### src/verilog/crpcr_pkg.sv
// Constants and types for the clock, reset and power control register bank
package crpcr_pkg;

  // Command byte that opens the non-USB register space
  localparam logic [7:0] CMD_NON_USB = 8'hE8;

  // Sub-address of a byte arriving from the serial slave
  localparam logic SUB_CMD = 1'h0;
  localparam logic SUB_DATA = 1'h1;

  // Register addresses inside the bank
  localparam logic [7:0] ADDR_CLOCK = 8'h08;
  localparam logic [7:0] ADDR_RESET = 8'h09;
  localparam logic [7:0] ADDR_MUX = 8'h0A;
  localparam logic [7:0] ADDR_POWER = 8'h0B;

  // Writable bits per register; the rest are reserved and read zero
  localparam logic [7:0] MASK_CLOCK = 8'hEE;
  localparam logic [7:0] MASK_RESET = 8'hCB;
  localparam logic [7:0] MASK_MUX = 8'h00;
  localparam logic [7:0] MASK_POWER = 8'h2F;

  // Reset value of every register and of the read data
  localparam logic [7:0] REG_RESET = 8'h00;
  localparam logic [7:0] PTR_STEP = 8'h01;

  // Field positions in clock_source_gating
  localparam int CLK_SRC_BIT = 7;
  localparam int DIV_HI_BIT = 6;
  localparam int DIV_LO_BIT = 5;
  localparam int GATE_48_BIT = 3;
  localparam int GATE_REC_BIT = 2;
  localparam int GATE_ADC_BIT = 1;

  // Field positions in reset_and_pll_setup
  localparam int RATE_HI_BIT = 7;
  localparam int RATE_LO_BIT = 6;
  localparam int USB_RST_BIT = 3;
  localparam int AUDIO_RST_BIT = 1;
  localparam int GAIN_RST_BIT = 0;

  // Field positions in analog_power_down
  localparam int PLL_OFF_BIT = 5;
  localparam int ADC_L_OFF_BIT = 3;
  localparam int ADC_R_OFF_BIT = 2;
  localparam int GAIN_L_OFF_BIT = 1;
  localparam int GAIN_R_OFF_BIT = 0;

  // ADC divider codes and resulting one-hot division factors
  localparam logic [1:0] ADC_DIV_BY_ONE = 2'h0;
  localparam logic [1:0] ADC_DIV_BY_TWO = 2'h1;
  localparam logic [1:0] ADC_DIV_BY_FOUR = 2'h2;
  localparam logic [1:0] ADC_DIV_BY_EIGHT = 2'h3;
  localparam logic [3:0] FACTOR_ONE = 4'h1;
  localparam logic [3:0] FACTOR_TWO = 4'h2;
  localparam logic [3:0] FACTOR_FOUR = 4'h4;
  localparam logic [3:0] FACTOR_EIGHT = 4'h8;

  // Synthesiser rate codes and one-hot rate select {48k, 32k, 44k1}
  localparam logic [1:0] SYNTH_RATE_CODE_A = 2'h0;
  localparam logic [1:0] SYNTH_RATE_CODE_B = 2'h1;
  localparam logic [1:0] SYNTH_RATE_CODE_C = 2'h2;
  localparam logic [1:0] SYNTH_RATE_CODE_D = 2'h3;
  localparam logic [2:0] RATE_44K1 = 3'h1;
  localparam logic [2:0] RATE_32K = 3'h2;
  localparam logic [2:0] RATE_48K = 3'h4;

  // Access sequencer states, one-hot
  typedef enum logic [2:0] {
    ST_IDLE = 3'h1,
    ST_SELECTED = 3'h2,
    ST_POINTED = 3'h4
  } crpcr_state_type;

endpackage : crpcr_pkg

### src/verilog/crpcr_regs.sv
// Clock, reset and power control register bank behind the serial slave
// What this block does
// - Decode bank addresses 0x08 through 0x0B
// - Clock reg top bit picks ADC clock source
// - Two-bit code divides ADC clock 1/2/4/8
// - Clock reg bit 3 gates off 48 MHz
// - Clock reg bit 2 stops receiver clock
// - Clock reg bit 1 stops ADC clock
// - Top reset bits choose synthesiser output rate
// - Reset reg bit 3 resets USB engine
// - Reset reg bit 1 resets audio logic
// - Reset reg bit 0 resets gain control
// - Power reg bit 5 powers down PLL
// - Power reg bit 3 powers off left ADC
// - Power reg bit 2 powers off right ADC
// - Power reg bit 1 powers off left gain
// - Power reg bit 0 powers off right gain
// - Command 11101000 selects non-USB register space
`timescale 1ns/100ps
`default_nettype none

module crpcr_regs (
  input wire logic clk,
  input wire logic rstn,
  // Byte write from the serial slave, one-cycle strobe
  input wire logic wr_strobe,
  // Sub-address of the byte: 0 command, 1 data
  input wire logic wr_sub_addr,
  input wire logic [7:0] wr_byte,
  // Byte read request on the data sub-address, one-cycle strobe
  input wire logic rd_strobe,
  output logic [7:0] rd_data,
  output logic rd_valid,
  // Clock control
  output logic adc_clk_from_adc,
  output logic [3:0] adc_div_factor,
  output logic clk_48_gate_off,
  output logic rec_clk_stop,
  output logic adc_clk_stop,
  // Reset and synthesiser control
  output logic [2:0] synth_rate_sel,
  output logic usb_protocol_engine_reset,
  output logic audio_soft_reset,
  output logic gain_ctrl_soft_reset,
  // Analog power control
  output logic pll_power_down,
  output logic left_adc_power_down,
  output logic right_adc_power_down,
  output logic left_gain_power_down,
  output logic right_gain_power_down
);

  // Whole state of the bank in one record
  typedef struct packed {
    crpcr_pkg::crpcr_state_type state; // Access sequencer
    logic [7:0] ptr; // Register pointer
    logic [7:0] clock_source_gating; // Clock control register
    logic [7:0] reset_and_pll_setup; // Reset and synthesiser register
    logic [7:0] analog_power_down; // Analog power register
    logic [7:0] rd_data; // Read data holder
    logic rd_valid; // Read answer pulse
    logic [3:0] adc_div_factor; // Decoded division factor
    logic [2:0] synth_rate_sel; // Decoded rate one-hot
  } crpcr_bank_type;

  crpcr_bank_type s; // Registered state
  crpcr_bank_type next_s; // Next state

  // Byte classification
  logic cmd_write; // Byte on the command sub-address
  logic data_write; // Byte on the data sub-address
  logic bank_write; // Data byte after the pointer, mapped address or not

  assign cmd_write = wr_strobe && (wr_sub_addr == crpcr_pkg::SUB_CMD);
  assign data_write = wr_strobe && (wr_sub_addr == crpcr_pkg::SUB_DATA);
  assign bank_write = data_write && (s.state == crpcr_pkg::ST_POINTED);

  // Register read mux; reserved bits are never stored so read zero
  function automatic logic [7:0] read_mux(input crpcr_bank_type r);
    logic [7:0] value;
    value = crpcr_pkg::REG_RESET;
    case (r.ptr)
      crpcr_pkg::ADDR_CLOCK: value = r.clock_source_gating;
      crpcr_pkg::ADDR_RESET: value = r.reset_and_pll_setup;
      crpcr_pkg::ADDR_MUX: value = crpcr_pkg::REG_RESET;
      crpcr_pkg::ADDR_POWER: value = r.analog_power_down;
      default: value = crpcr_pkg::REG_RESET; // Unmapped reads zero
    endcase
    return value;
  endfunction : read_mux

  // Divider code to one-hot division factor
  function automatic logic [3:0] div_decode(input logic [1:0] code);
    logic [3:0] f;
    f = crpcr_pkg::FACTOR_ONE;
    case (code)
      crpcr_pkg::ADC_DIV_BY_ONE: f = crpcr_pkg::FACTOR_ONE;
      crpcr_pkg::ADC_DIV_BY_TWO: f = crpcr_pkg::FACTOR_TWO;
      crpcr_pkg::ADC_DIV_BY_FOUR: f = crpcr_pkg::FACTOR_FOUR;
      crpcr_pkg::ADC_DIV_BY_EIGHT: f = crpcr_pkg::FACTOR_EIGHT;
      default: f = crpcr_pkg::FACTOR_ONE;
    endcase
    return f;
  endfunction : div_decode

  // Rate code to one-hot rate; codes A and D both give 44.1 kHz
  function automatic logic [2:0] rate_decode(input logic [1:0] code);
    logic [2:0] r;
    r = crpcr_pkg::RATE_44K1;
    case (code)
      crpcr_pkg::SYNTH_RATE_CODE_A: r = crpcr_pkg::RATE_44K1;
      crpcr_pkg::SYNTH_RATE_CODE_B: r = crpcr_pkg::RATE_32K;
      crpcr_pkg::SYNTH_RATE_CODE_C: r = crpcr_pkg::RATE_48K;
      crpcr_pkg::SYNTH_RATE_CODE_D: r = crpcr_pkg::RATE_44K1;
      default: r = crpcr_pkg::RATE_44K1;
    endcase
    return r;
  endfunction : rate_decode

  // Next-state logic: sequencer, register writes, reads and decodes
  always_comb begin
    next_s = s;
    next_s.rd_valid = 1'b0;
    if (cmd_write) begin
      // Any other command leaves the non-USB space
      if (wr_byte == crpcr_pkg::CMD_NON_USB) begin
        next_s.state = crpcr_pkg::ST_SELECTED;
      end else begin
        next_s.state = crpcr_pkg::ST_IDLE;
      end
    end else if (data_write) begin
      case (s.state)
        crpcr_pkg::ST_IDLE: begin
          // Data before the select command is dropped
          next_s.state = crpcr_pkg::ST_IDLE;
        end
        crpcr_pkg::ST_SELECTED: begin
          // First data byte names the register
          next_s.ptr = wr_byte;
          next_s.state = crpcr_pkg::ST_POINTED;
        end
        crpcr_pkg::ST_POINTED: begin
          case (s.ptr)
            crpcr_pkg::ADDR_CLOCK: begin
              next_s.clock_source_gating =
                wr_byte & crpcr_pkg::MASK_CLOCK;
            end
            crpcr_pkg::ADDR_RESET: begin
              next_s.reset_and_pll_setup =
                wr_byte & crpcr_pkg::MASK_RESET;
            end
            crpcr_pkg::ADDR_POWER: begin
              next_s.analog_power_down =
                wr_byte & crpcr_pkg::MASK_POWER;
            end
            default: begin
              // Mux register and unmapped addresses hold nothing
              next_s.ptr = s.ptr;
            end
          endcase
          // Auto-increment lets a burst fill consecutive registers
          next_s.ptr = s.ptr + crpcr_pkg::PTR_STEP;
        end
        default: next_s.state = crpcr_pkg::ST_IDLE;
      endcase
    end
    if (rd_strobe) begin
      // Read shows the current value; it does not move the pointer
      next_s.rd_valid = 1'b1;
      next_s.rd_data = read_mux(s);
    end
    next_s.adc_div_factor = div_decode(
      next_s.clock_source_gating[crpcr_pkg::DIV_HI_BIT:
                                 crpcr_pkg::DIV_LO_BIT]);
    next_s.synth_rate_sel = rate_decode(
      next_s.reset_and_pll_setup[crpcr_pkg::RATE_HI_BIT:
                                 crpcr_pkg::RATE_LO_BIT]);
    if (!rstn) begin
      // Clocks run, modules out of reset, analog powered on
      next_s.state = crpcr_pkg::ST_IDLE;
      next_s.ptr = crpcr_pkg::REG_RESET;
      next_s.clock_source_gating = crpcr_pkg::REG_RESET;
      next_s.reset_and_pll_setup = crpcr_pkg::REG_RESET;
      next_s.analog_power_down = crpcr_pkg::REG_RESET;
      next_s.rd_data = crpcr_pkg::REG_RESET;
      next_s.rd_valid = 1'b0;
      next_s.adc_div_factor = crpcr_pkg::FACTOR_ONE;
      next_s.synth_rate_sel = crpcr_pkg::RATE_44K1;
    end
  end

  // State register; reset is folded into the next value
  always_ff @(posedge clk) begin
    s <= next_s;
  end

  // Outputs straight from the state flops
  assign rd_data = s.rd_data;
  assign rd_valid = s.rd_valid;
  assign adc_clk_from_adc =
    s.clock_source_gating[crpcr_pkg::CLK_SRC_BIT];
  assign adc_div_factor = s.adc_div_factor;
  assign clk_48_gate_off =
    s.clock_source_gating[crpcr_pkg::GATE_48_BIT];
  assign rec_clk_stop =
    s.clock_source_gating[crpcr_pkg::GATE_REC_BIT];
  assign adc_clk_stop =
    s.clock_source_gating[crpcr_pkg::GATE_ADC_BIT];
  assign synth_rate_sel = s.synth_rate_sel;
  assign usb_protocol_engine_reset =
    s.reset_and_pll_setup[crpcr_pkg::USB_RST_BIT];
  assign audio_soft_reset =
    s.reset_and_pll_setup[crpcr_pkg::AUDIO_RST_BIT];
  assign gain_ctrl_soft_reset =
    s.reset_and_pll_setup[crpcr_pkg::GAIN_RST_BIT];
  assign pll_power_down =
    s.analog_power_down[crpcr_pkg::PLL_OFF_BIT];
  assign left_adc_power_down =
    s.analog_power_down[crpcr_pkg::ADC_L_OFF_BIT];
  assign right_adc_power_down =
    s.analog_power_down[crpcr_pkg::ADC_R_OFF_BIT];
  assign left_gain_power_down =
    s.analog_power_down[crpcr_pkg::GAIN_L_OFF_BIT];
  assign right_gain_power_down =
    s.analog_power_down[crpcr_pkg::GAIN_R_OFF_BIT];

  // Rate field as the checks see it
  logic [1:0] rate_code;
  assign rate_code =
    s.reset_and_pll_setup[crpcr_pkg::RATE_HI_BIT:crpcr_pkg::RATE_LO_BIT];
endmodule : crpcr_regs

`default_nettype wire
### config.mk
export PLATFORM = sky130hd
export DESIGN_NAME = crpcr_regs
export DESIGN_NICKNAME = d
export VERILOG_FILES = /design/src/verilog/crpcr_pkg.sv /design/src/verilog/crpcr_regs.sv
export SDC_FILE = /design/constraint.sdc
export NUM_CORES = 1
export LEC_CHECK = 0
export BUFFER_PORTS_ARGS = -buffer_cell sky130_fd_sc_hd__clkbuf_2
export CAP_MARGIN = 20
export CORE_MARGIN = 2
export CORE_UTILIZATION = 50
export DETAILED_ROUTE_END_ITERATION = 6
export PLACE_DENSITY = 0.73
export SLEW_MARGIN = 25
export SYNTH_ARGS = -nofsm -noshare
export SYNTH_HDL_FRONTEND = slang
export SYNTH_SLANG_ARGS = --single-unit
### constraint.sdc
create_clock -name clk -period 2.6 [get_ports clk]
set_input_delay 0.26 -clock clk [delete_from_list [all_inputs] [get_ports clk]]
set_output_delay 0.26 -clock clk [all_outputs]
set_load 0.05 [all_outputs]
==> results of run 1 <==
==> cell usage in the layout, fill, tap and decap left out, drive strengths merged, types with 4 or more instances in the layout <==
| master | count |
|---|---|
| a21oi | 9 |
| a22oi | 5 |
| a2bb2oi | 7 |
| and2 | 5 |
| clkbuf | 44 |
| dfxtp | 42 |
| ha | 5 |
| inv | 6 |
| mux2i | 21 |
| nand2 | 37 |
| nand3 | 8 |
| nand3b | 4 |
| nor2 | 10 |
| o21ai | 7 |
==> final cells by class <==
class | instances | area (um2)
Clock buffer | 5 | 68.8
Clock inverter | 3 | 43.8
Fill cell | 419 | 1920
Inverter | 5 | 18.8
Multi-Input combinational cell | 162 | 1120
Sequential cell | 42 | 841
Tap cell | 52 | 65.1
Timing Repair Buffer | 42 | 218
==> metal layers <==
metal / vias up / routed length (um) / GRT usage (%)
met5: - / 0 / 0
met4: 0 / 93 / 7.48
met3: 8 / 244 / 4.91
met2: 52 / 2120 / 32.3
met1: 819 / 2080 / 25.4
li1: 872 / - / -
==> where the power goes <==
group | internal (mW) | switching (mW) | total, mW
Clock | 0.288 | 0.237 | 0.525
Sequential | 0.643 | 0.000204 | 0.643
Combinational | 0.0151 | 0.0378 | 0.0529
Total | 0.946 | 0.275 | 1.22
==> kinds of logic (layout without fill, tap and decap cells) <==
kind of cell,after synthesis,after routing
simple gates,87,87
flops,42,42
xor+xnor,1,1
buf+inv,32,55
mux,24,24
compound gates,44,44
fa+ha+maj,5,5
other cells,1,1
==> state kept, by name, summed over array words and instances, names as in the netlist, 2 cells and up <==
register	flops
adc_div_factor	4
rate_code	2
rd_data	7
s	13
synth_rate_sel	3
==> path summary, 6_finish.rpt <==
| check | cells after the start | to |
|---|---|---|
| setup / recovery | 6 | synth_rate_sel[0] |
| hold / removal | 2 | rd_valid |
| setup reg to reg | 6 | synth_rate_sel[0] |
| hold reg to reg | 2 | left_gain_power_down |
==> worst max-delay path: cells and delay by family, from the launching register on <==
kind / cells / cell delay (ns)
flops: 1 / 0.35
fa+ha+maj: 1 / 0.26
simple gates: 4 / 1.07
mux: 1 / 0.33
==> stage by stage <==
step	util [%]	hold slack, ns
after floorplan	-	0.382
after global placement	52.7	0.465
after detailed placement	52.7	0.475
after CTS	55.3	0.216
after global routing	55.3	0.222
final	55.3	0.230
==> synth_stat cells (2+ instances only) <==
| library cell | instances | area (um2) |
|---|---|---|
| inv_1 | 5 | 18.8 |
| a2bb2oi_1 | 7 | 61.3 |
| nand2_1 | 34 | 128 |
| a21oi_1 | 9 | 45.0 |
| o22ai_1 | 2 | 12.5 |
| buf_4 | 17 | 128 |
| nand3_1 | 8 | 40.0 |
| a222oi_1 | 2 | 20.0 |
| a211oi_1 | 2 | 15.0 |
| a22oi_1 | 5 | 37.5 |
| nor3_1 | 2 | 10.0 |
| nor3b_1 | 2 | 15.0 |
| nand2b_1 | 2 | 12.5 |
| nand4_1 | 3 | 18.8 |
| mux2_4 | 3 | 45.0 |
| clkbuf_1 | 4 | 15.0 |
| nor2_1 | 10 | 37.5 |
| clkbuf_8 | 3 | 41.3 |
| mux2i_1 | 21 | 210 |
| nand2_8 | 2 | 40.0 |
| ha_1 | 5 | 62.6 |
| nand3b_1 | 4 | 30.0 |
| a31oi_1 | 3 | 18.8 |
| dfxtp_1 | 42 | 841 |
| o21ai_0 | 7 | 35.0 |
| or3_1 | 2 | 12.5 |
| and2_1 | 4 | 25.0 |
==> metrics, run 1 <==
min-delay worst type=input pin to flop; CP Launch Point=s[44]; worst setup margin=0.495 ns; CP Class=flop to flop; GRT Overall Usage=19.9%; num ports=41; Synth Area in Compound Gates=13.8%; area delta synth->final=8.51%; Max stage delay cell, worst path=and4_1; max_cap viols=0; CTS clk-pin slew, worst paths=0.08 ns; Pleak=1.07 nW; half-perimeter wire length after placement=3.25 mm; drt first-iter violations=168; global-route wire length before repair=7.82 mm; pre-CTS worst setup slack=0.509 ns; Clock Skew=0.00448 ns; Distinct cells, synth=53; Post-Route WL=4.54 mm; Synth Warn #=0; placed inst area=2260 um2; worst-margin pin slew=~0.53 ns; Inserted Clock Buffers=5; largest net degree at the start of global routing=24; Syn Inst Count=236; DIE AREA=approximately 4900 um2; maximum VDD drop=217 uV; Pins Over Slew Limit=0; clock sinks=42; Core ar.=4290 um2; mux share of post-synthesis cell area=11.7%; worst r2r src=s[44]; post-CTS setup buffer count=0; post-synthesis xor/xnor area fraction=0.400%; clk_lat worst skew=0.30 ns; synthesized cell area=~2200 um2; htree depth=2; Post-synth EDFFs=0; Post-CTS Resized=0; final setup vio count=0; RSZ-0062 raised after global routing=no; via count=1751; final hold viol count=0; setup tns final=0 ns; WP data required=2.80 ns; largest family of logic cells by synthesized area=simple AND/OR/NAND/NOR gates; DRT Pass-1 Iters=6; wire per inst=about 15 um; Largest stage delay, worst path=approximately 0.50 ns; Yosys reg bits=42; ys flop type=dfxtp_1; Die Ht=70.2 um; Antenna Cells=0; Critical Path Source Type=flop; initial antenna violation count=0; hold bufs inserted after CTS=0; Initial Util=51.0%; Post-Synth Adder-Cell Area=under 10%; period utilization=between 80% and 90%; CTS tree=built; share of cells above drive strength 1=23.9%; min-delay src=rd_strobe; clock buffer depth=2; crit-path cells=nor4_2, and4_1, nand2_8, mux2_4, ha_1, nand2b_1; fraction of registers with async set/reset=0%; Power, Total=around 1.2 mW; Net Count, Synth=254; Crit Path Max Fanout=9; status=finished clean; vias per inst=~5.6; Mean Syn Cell Area=between 9 and 10 um2; GP Congestion=about 0.9; Rows=24; DRC=0; flop2flop setup slack=0.50 ns; final std cells w/o fill=between 300 and 400; remaining antenna violation count=0; Slew headroom=64.5%; Final nets=approximately 280; dpl cells=303; Fmax=475 MHz; vias in the first global route=1622; CTS root buffer=clkbuf_8; Worst setup EP type=flop; GRT overflow=0; Synth Area in Simple Gates=about 22%; sequential share of the synthesized area=38.4%; Die X=70.2 um; PD cells=514 nW/um2; Tmin final=approximately 2.1 ns; Port-buffer cells=39; CP arrival=about 2.3 ns; design area=2380 um2
(Power assumes the default switching activity.)
==> inputs of run 2 (changes only) <==
ABC_AREA = 1   (was default)
CORE_UTILIZATION = 49   (was 50)
PLACE_DENSITY = 0.75   (was 0.73)
clock period = 1.8 ns   (was 2.6 ns; I/O delays follow)
==> metrics, run 2 <==
Pleak=1.18 nW (+11%); Fmax=584 MHz (+23%); number of flip-flops in the largest register=13 (unchanged); design area=2460 um2 (+3.6%); WP data required=1.98 ns (-0.82 ns); Syn Inst Count=300 (+27%); PD cells=712 nW/um2 (+38%); CTS tree=built; min-delay worst type=input pin to flop; synthesized cell area=2180 um2 (-0.46%); Net Count, Synth=318 (+25%); Port-buffer cells=39 (unchanged); DIE AREA=5000 um2 (+1.5%); Mean Syn Cell Area=7.27 um2 (-22%); Yosys reg bits=42 (unchanged); status=finished clean; final setup vio count=0 (unchanged); via count=1929 (+10%); met1 Track Usage GR=23.6% (-1.9 points); fraction of registers with async set/reset=0% (unchanged); Rows=24 (unchanged); CTS clk-pin slew, worst paths=0.07 ns (about the same); reg2reg end=synth_rate_sel[0]; Max stage delay cell, worst path=dfxtp_1; Largest stage delay, worst path=0.34 ns (-0.16 ns); max_cap viols=0 (unchanged); setup tns final=0 ns (unchanged); post-CTS setup buffer count=0 (unchanged); sequential share of the synthesized area=38.6% (+0.18 points); num ports=41 (unchanged); share of cells above drive strength 1=27.0% (+3.1 points); final hold viol count=0 (unchanged); Crit Path Max Fanout=7 (-2); Synth Warn #=0 (unchanged); global-route wire length before repair=7.89 mm (+0.88%); min-delay src=wr_byte[6]; CTS root buffer=clkbuf_8; GP Congestion=0.937 (+6.8%); ys flop type=dfxtp_1; clock buffer depth=2 (unchanged); hold bufs inserted after CTS=0 (unchanged); CP arrival=1.89 ns (-0.41 ns); Post-Route WL=4.55 mm (+0.31%); crit-path cells=inv_1, ha_1, nand3_2, nor2_4, nand2_4, nand2_1, o21ai_4, inv_1, ha_1, or2_2; Tmin final=1.71 ns (-0.392 ns); Die X=70.7 um (+0.74%); Post-synth EDFFs=0 (unchanged); flop2flop setup slack=0.09 ns (-0.41 ns); htree depth=2 (unchanged); Top reg by flops=s; Core ar.=4320 um2 (+0.70%); initial antenna violation count=0 (unchanged); CP Class=flop to flop; GR Util met3=4.70% (-0.21 points); worst r2r src=s[41]; Critical Path End=synth_rate_sel[0]; met2 Resource Use GR=33.2% (+0.95 points); wire per inst=11.8 um (-19%); FF-to-FF path depth=10 (+4); Yosys top cell by area=dfxtp_1; Final nets=350 (+27%); drt first-iter violations=117 (-30%); vias per inst=5.01 (-11%); largest cells by area after synthesis=dfxtp_1 (39%), nand2_1 (13%), buf_4 (5.5%); Post-CTS Resized=0 (unchanged); GRT Overall Usage=19.4% (-0.48 points); most frequent cells in the layout=nand2_1 (76), dfxtp_1 (42), clkbuf_2 (39), nor2_1 (30), inv_1 (26); Worst setup EP type=flop; area delta synth->final=12.9%; Antenna Cells=0 (unchanged); Clock Skew=0.00533 ns (+0.000855 ns); most frequent cells after synthesis=nand2_1 (76), dfxtp_1 (42), nor2_1 (31); Initial Util=50.4% (-0.59 points); Die Ht=70.7 um (+0.74%); maximum VDD drop=318 uV (+46%); top-count cell post-synth=nand2_1; Inserted Clock Buffers=5 (unchanged); vias in the first global route=1850 (+14%); Critical Path Source Type=flop; largest net degree at the start of global routing=23 (-4.2%); DRC=0 (unchanged); half-perimeter wire length after placement=3.38 mm (+4.1%); Distinct cells, synth=32 (-40%); GRT busiest layer=met2; period utilization=95.1% (+14 points); CP Launch Point=s[41]; DRT Pass-1 Iters=4 (-2); clk_lat worst skew=0.29 ns (about the same); GRT overflow=0 (unchanged); remaining antenna violation count=0 (unchanged); most common cell after layout, fill and taps aside=nand2_1; placed inst area=2340 um2 (+3.6%); clock sinks=42 (unchanged); Pins Over Slew Limit=0 (unchanged); post-synth top area share=38.6% (+0.18 points)
run 2: area by class of cell:
cell class | instances | area, um2
Timing Repair Buffer | 49 | 270
Clock inverter | 1 | 30.0
Tap cell | 52 | 65.1
Clock buffer | 7 | 76.3
Inverter | 29 | 111
Sequential cell | 42 | 841
Multi-Input combinational cell | 205 | 1070
Fill cell | 433 | 1860
run 2: cell families after synthesis:
family | after synthesis | share of synthesized area (%)
DFF | 42 | 38.6
AOI/OAI and AO/OA | 56 | 14.6
and+or+nand+nor | 143 | 30.8
buffers and inverters | 53 | 12.9
other | 1 | 0.172
adders and majority gates | 5 | 2.87
run 2: per-stage QoR:
stage	hold slack, ns	power, mW	worst slack (ns)	util, %	std cells
final	0.183	1.75	0.0873	56.9	385
after global routing	0.197	1.80	-0.0106	56.9	385
after CTS	0.175	1.77	0.0432	56.7	385
after detailed placement	0.456	1.04	0.0557	54.2	377
after global placement	0.453	1.04	0.112	54.2	377
after floorplan	0.292	1.01	0.00786	-	300
run 2: how the worst min path moves through the flow:
| stage | end | cells past startpoint |
|---|---|---|
| 3_5_place_dp | rd_data[7] | 2 |
| 5_1_grt | s[48] | 3 |
| 6_report | rate_code[0] | 3 |
| 3_3_place_gp | rd_data[7] | 2 |
| 4_1_cts | rate_code[0] | 3 |
| 2_1_floorplan | s[38] | 2 |
run 2: routing by layer:
layer,wire [um],share of wire (%),vias up
li1,-,-,995
met1,2010,44,856
met2,2220,49,70
met3,266,5.8,8
met4,55,1.2,0
met5,0,0,-
run 2: worst max-delay path, delay by kind of cell (launching register included):
kind	cells	cell delay (ns)
compound gates	1	0.08
fa+ha+maj	2	0.43
simple gates	5	0.62
flops	1	0.34
buf+inv	2	0.12
run 2: power by group:
group	total, mW	internal [mW]	switching, mW
registers	0.933	0.931	0.00198
clock network	0.730	0.415	0.315
logic	0.0890	0.0258	0.0632
==> inputs of run 3 (changes only) <==
BUFFER_PORTS_ARGS = -buffer_cell sky130_fd_sc_hd__buf_4   (was -buffer_cell sky130_fd_sc_hd__clkbuf_2)
==> metrics, run 3 (synthesis results as in run 2) <==
reg2reg end=synth_rate_sel[0]; vias in the first global route=1803 (-2.5%); Fmax=582 MHz (-0.38%); FF-to-FF path depth=8 (-2); Initial Util=50.4% (unchanged); final std cells w/o fill=386 (+0.26%); design area=2600 um2 (+5.5%); max_cap viols=0 (unchanged); CP arrival=1.90 ns (about the same); clock sinks=42 (unchanged); via count=1935 (+0.31%); GRT overflow=0 (unchanged); most frequent cells in the layout=nand2_1 (76), buf_4 (51), dfxtp_1 (40), nor2_1 (29), inv_1 (24); clk_lat worst skew=0.29 ns (about the same); status=finished clean; half-perimeter wire length after placement=3.42 mm (+1.4%); Crit Path Max Fanout=5 (-2); Core ar.=4320 um2 (unchanged); final setup vio count=0 (unchanged); area delta synth->final=19.2%; most common cell after layout, fill and taps aside=nand2_1; flop2flop setup slack=0.08 ns (about the same); DRC=0 (unchanged); global-route wire length before repair=7.71 mm (-2.4%); remaining antenna violation count=0 (unchanged); initial antenna violation count=0 (unchanged); CTS tree=built; Clock Skew=0.00325 ns (-0.00208 ns); vias per inst=5.01 (about the same); CTS clk-pin slew, worst paths=0.07 ns (about the same); htree depth=2 (unchanged); Port-buffer cells=39 (unchanged); WHS Endpoint=rate_code[0]; PD cells=684 nW/um2 (-3.8%); GP Congestion=0.876 (-6.4%); WP data required=1.98 ns (about the same); drt first-iter violations=101 (-14%); Final nets=352 (+0.57%); min-delay src=wr_byte[6]; GRT Overall Usage=19.2% (-0.16 points); Rows=24 (unchanged); Antenna Cells=0 (unchanged); number of flip-flops in the largest register=13 (unchanged); wire per inst=12.0 um (+1.6%); Top reg by flops=s; Slew headroom=55.3%; DRT Pass-1 Iters=4 (unchanged); largest net degree at the start of global routing=24 (+4.3%); Post-Route WL=4.64 mm (+1.8%); maximum VDD drop=456 uV (+43%); CP Class=flop to flop; final hold viol count=0 (unchanged); Die X=70.7 um (unchanged); Die Ht=70.7 um (unchanged); worst r2r src=s[44]; clock buffer depth=2 (unchanged); Tmin final=1.72 ns (+0.00657 ns); dpl cells=376 (-0.27%); Pins Over Slew Limit=0 (unchanged); CTS root buffer=clkbuf_8; Pleak=1.22 nW (+3.5%); Inserted Clock Buffers=5 (unchanged); Critical Path Source Type=flop; Fill cells=437 (+0.92%); M1 WL=2.03 mm (+0.94%); share of cells above drive strength 1=29.6% (+2.6 points); worst-margin pin slew=approximately 0.67 ns; metal2 WL=2.27 mm (+2.3%); hold bufs inserted after CTS=0 (unchanged); DIE AREA=5000 um2 (unchanged); metal3 WL=275 um (+3.4%); Worst setup EP type=flop; min-delay worst type=input pin to flop; hold path depth=3 (unchanged); placed inst area=2430 um2 (+3.8%); DR top layer=met4; num ports=41 (unchanged); period utilization=95.5% (+0.36 points)
==> run 3: where the power goes <==
group	switching, mW	total, mW	internal, mW
registers	0.00206	0.933	0.931
logic	0.0615	0.0931	0.0316
clock network	0.308	0.751	0.444
total	0.371	1.78	1.41
==> run 3: critical path, stage by stage (launching register included) <==
cell and delay [ns]:
dfxtp_1 0.35, nor2_2 0.14, nand2_2 0.12, nor2_4 0.15, nand2_4 0.09, o21ai_4 0.18
inv_2 0.05, ha_1 0.25, or2_2 0.29
==> run 3: layout make-up <==
| type | instances | area (um2) | share of cell area [%] |
|---|---|---|---|
| flip-flops and latches | 42 | 843 | 32.5 |
| repair buffers | 51 | 383 | 14.7 |
| clock inverters | 1 | 30.0 | 1.16 |
| clock buffers | 6 | 82.6 | 3.18 |
| inverters | 29 | 111 | 4.29 |
| well taps | 52 | 65.1 | 2.50 |
| multi-input cells | 205 | 1080 | 41.7 |
==> run 3: repair_timing <==
action | in CTS | in global routing
endpoints found under the setup margin | 0 | 1
gates resized for setup | 0 | 9
hold endpoints to repair | 0 | 0
buffers inserted | 0 | 3
==> run 3: metrics by stage <==
| stage | setup WS, ns | setup TNS, ns | power, mW | util (%) | hold WS [ns] |
|---|---|---|---|---|---|
| 2_1_floorplan | 0.00786 | 0 | 1.01 | - | 0.292 |
| 3_3_place_gp | 0.112 | 0 | 1.05 | 56.3 | 0.452 |
| 3_5_place_dp | 0.0312 | 0 | 1.05 | 56.3 | 0.458 |
| 4_1_cts | 0.0176 | 0 | 1.80 | 58.9 | 0.151 |
| 5_1_grt | -0.0412 | -0.0412 | 1.84 | 60.1 | 0.171 |
| 6_report | 0.0807 | 0 | 1.78 | 60.1 | 0.160 |
==> run 3: metal layers <==
metal,up-vias,track usage (%)
met5,-,0
met4,0,6.71
met3,9,5.13
met2,57,33.7
met1,873,22.6
li1,996,-
==> run 3: worst max-delay path by stage <==
| stage | cells past startpoint | endpoint | startpoint |
|---|---|---|---|
| 2_1_floorplan | 8 | synth_rate_sel[0] | s[40] |
| 3_3_place_gp | 9 | synth_rate_sel[0] | s[41] |
| 3_5_place_dp | 9 | synth_rate_sel[0] | s[41] |
| 4_1_cts | 9 | synth_rate_sel[0] | s[41] |
| 5_1_grt | 8 | synth_rate_sel[0] | s[44] |
| 6_report | 8 | synth_rate_sel[0] | s[44] |
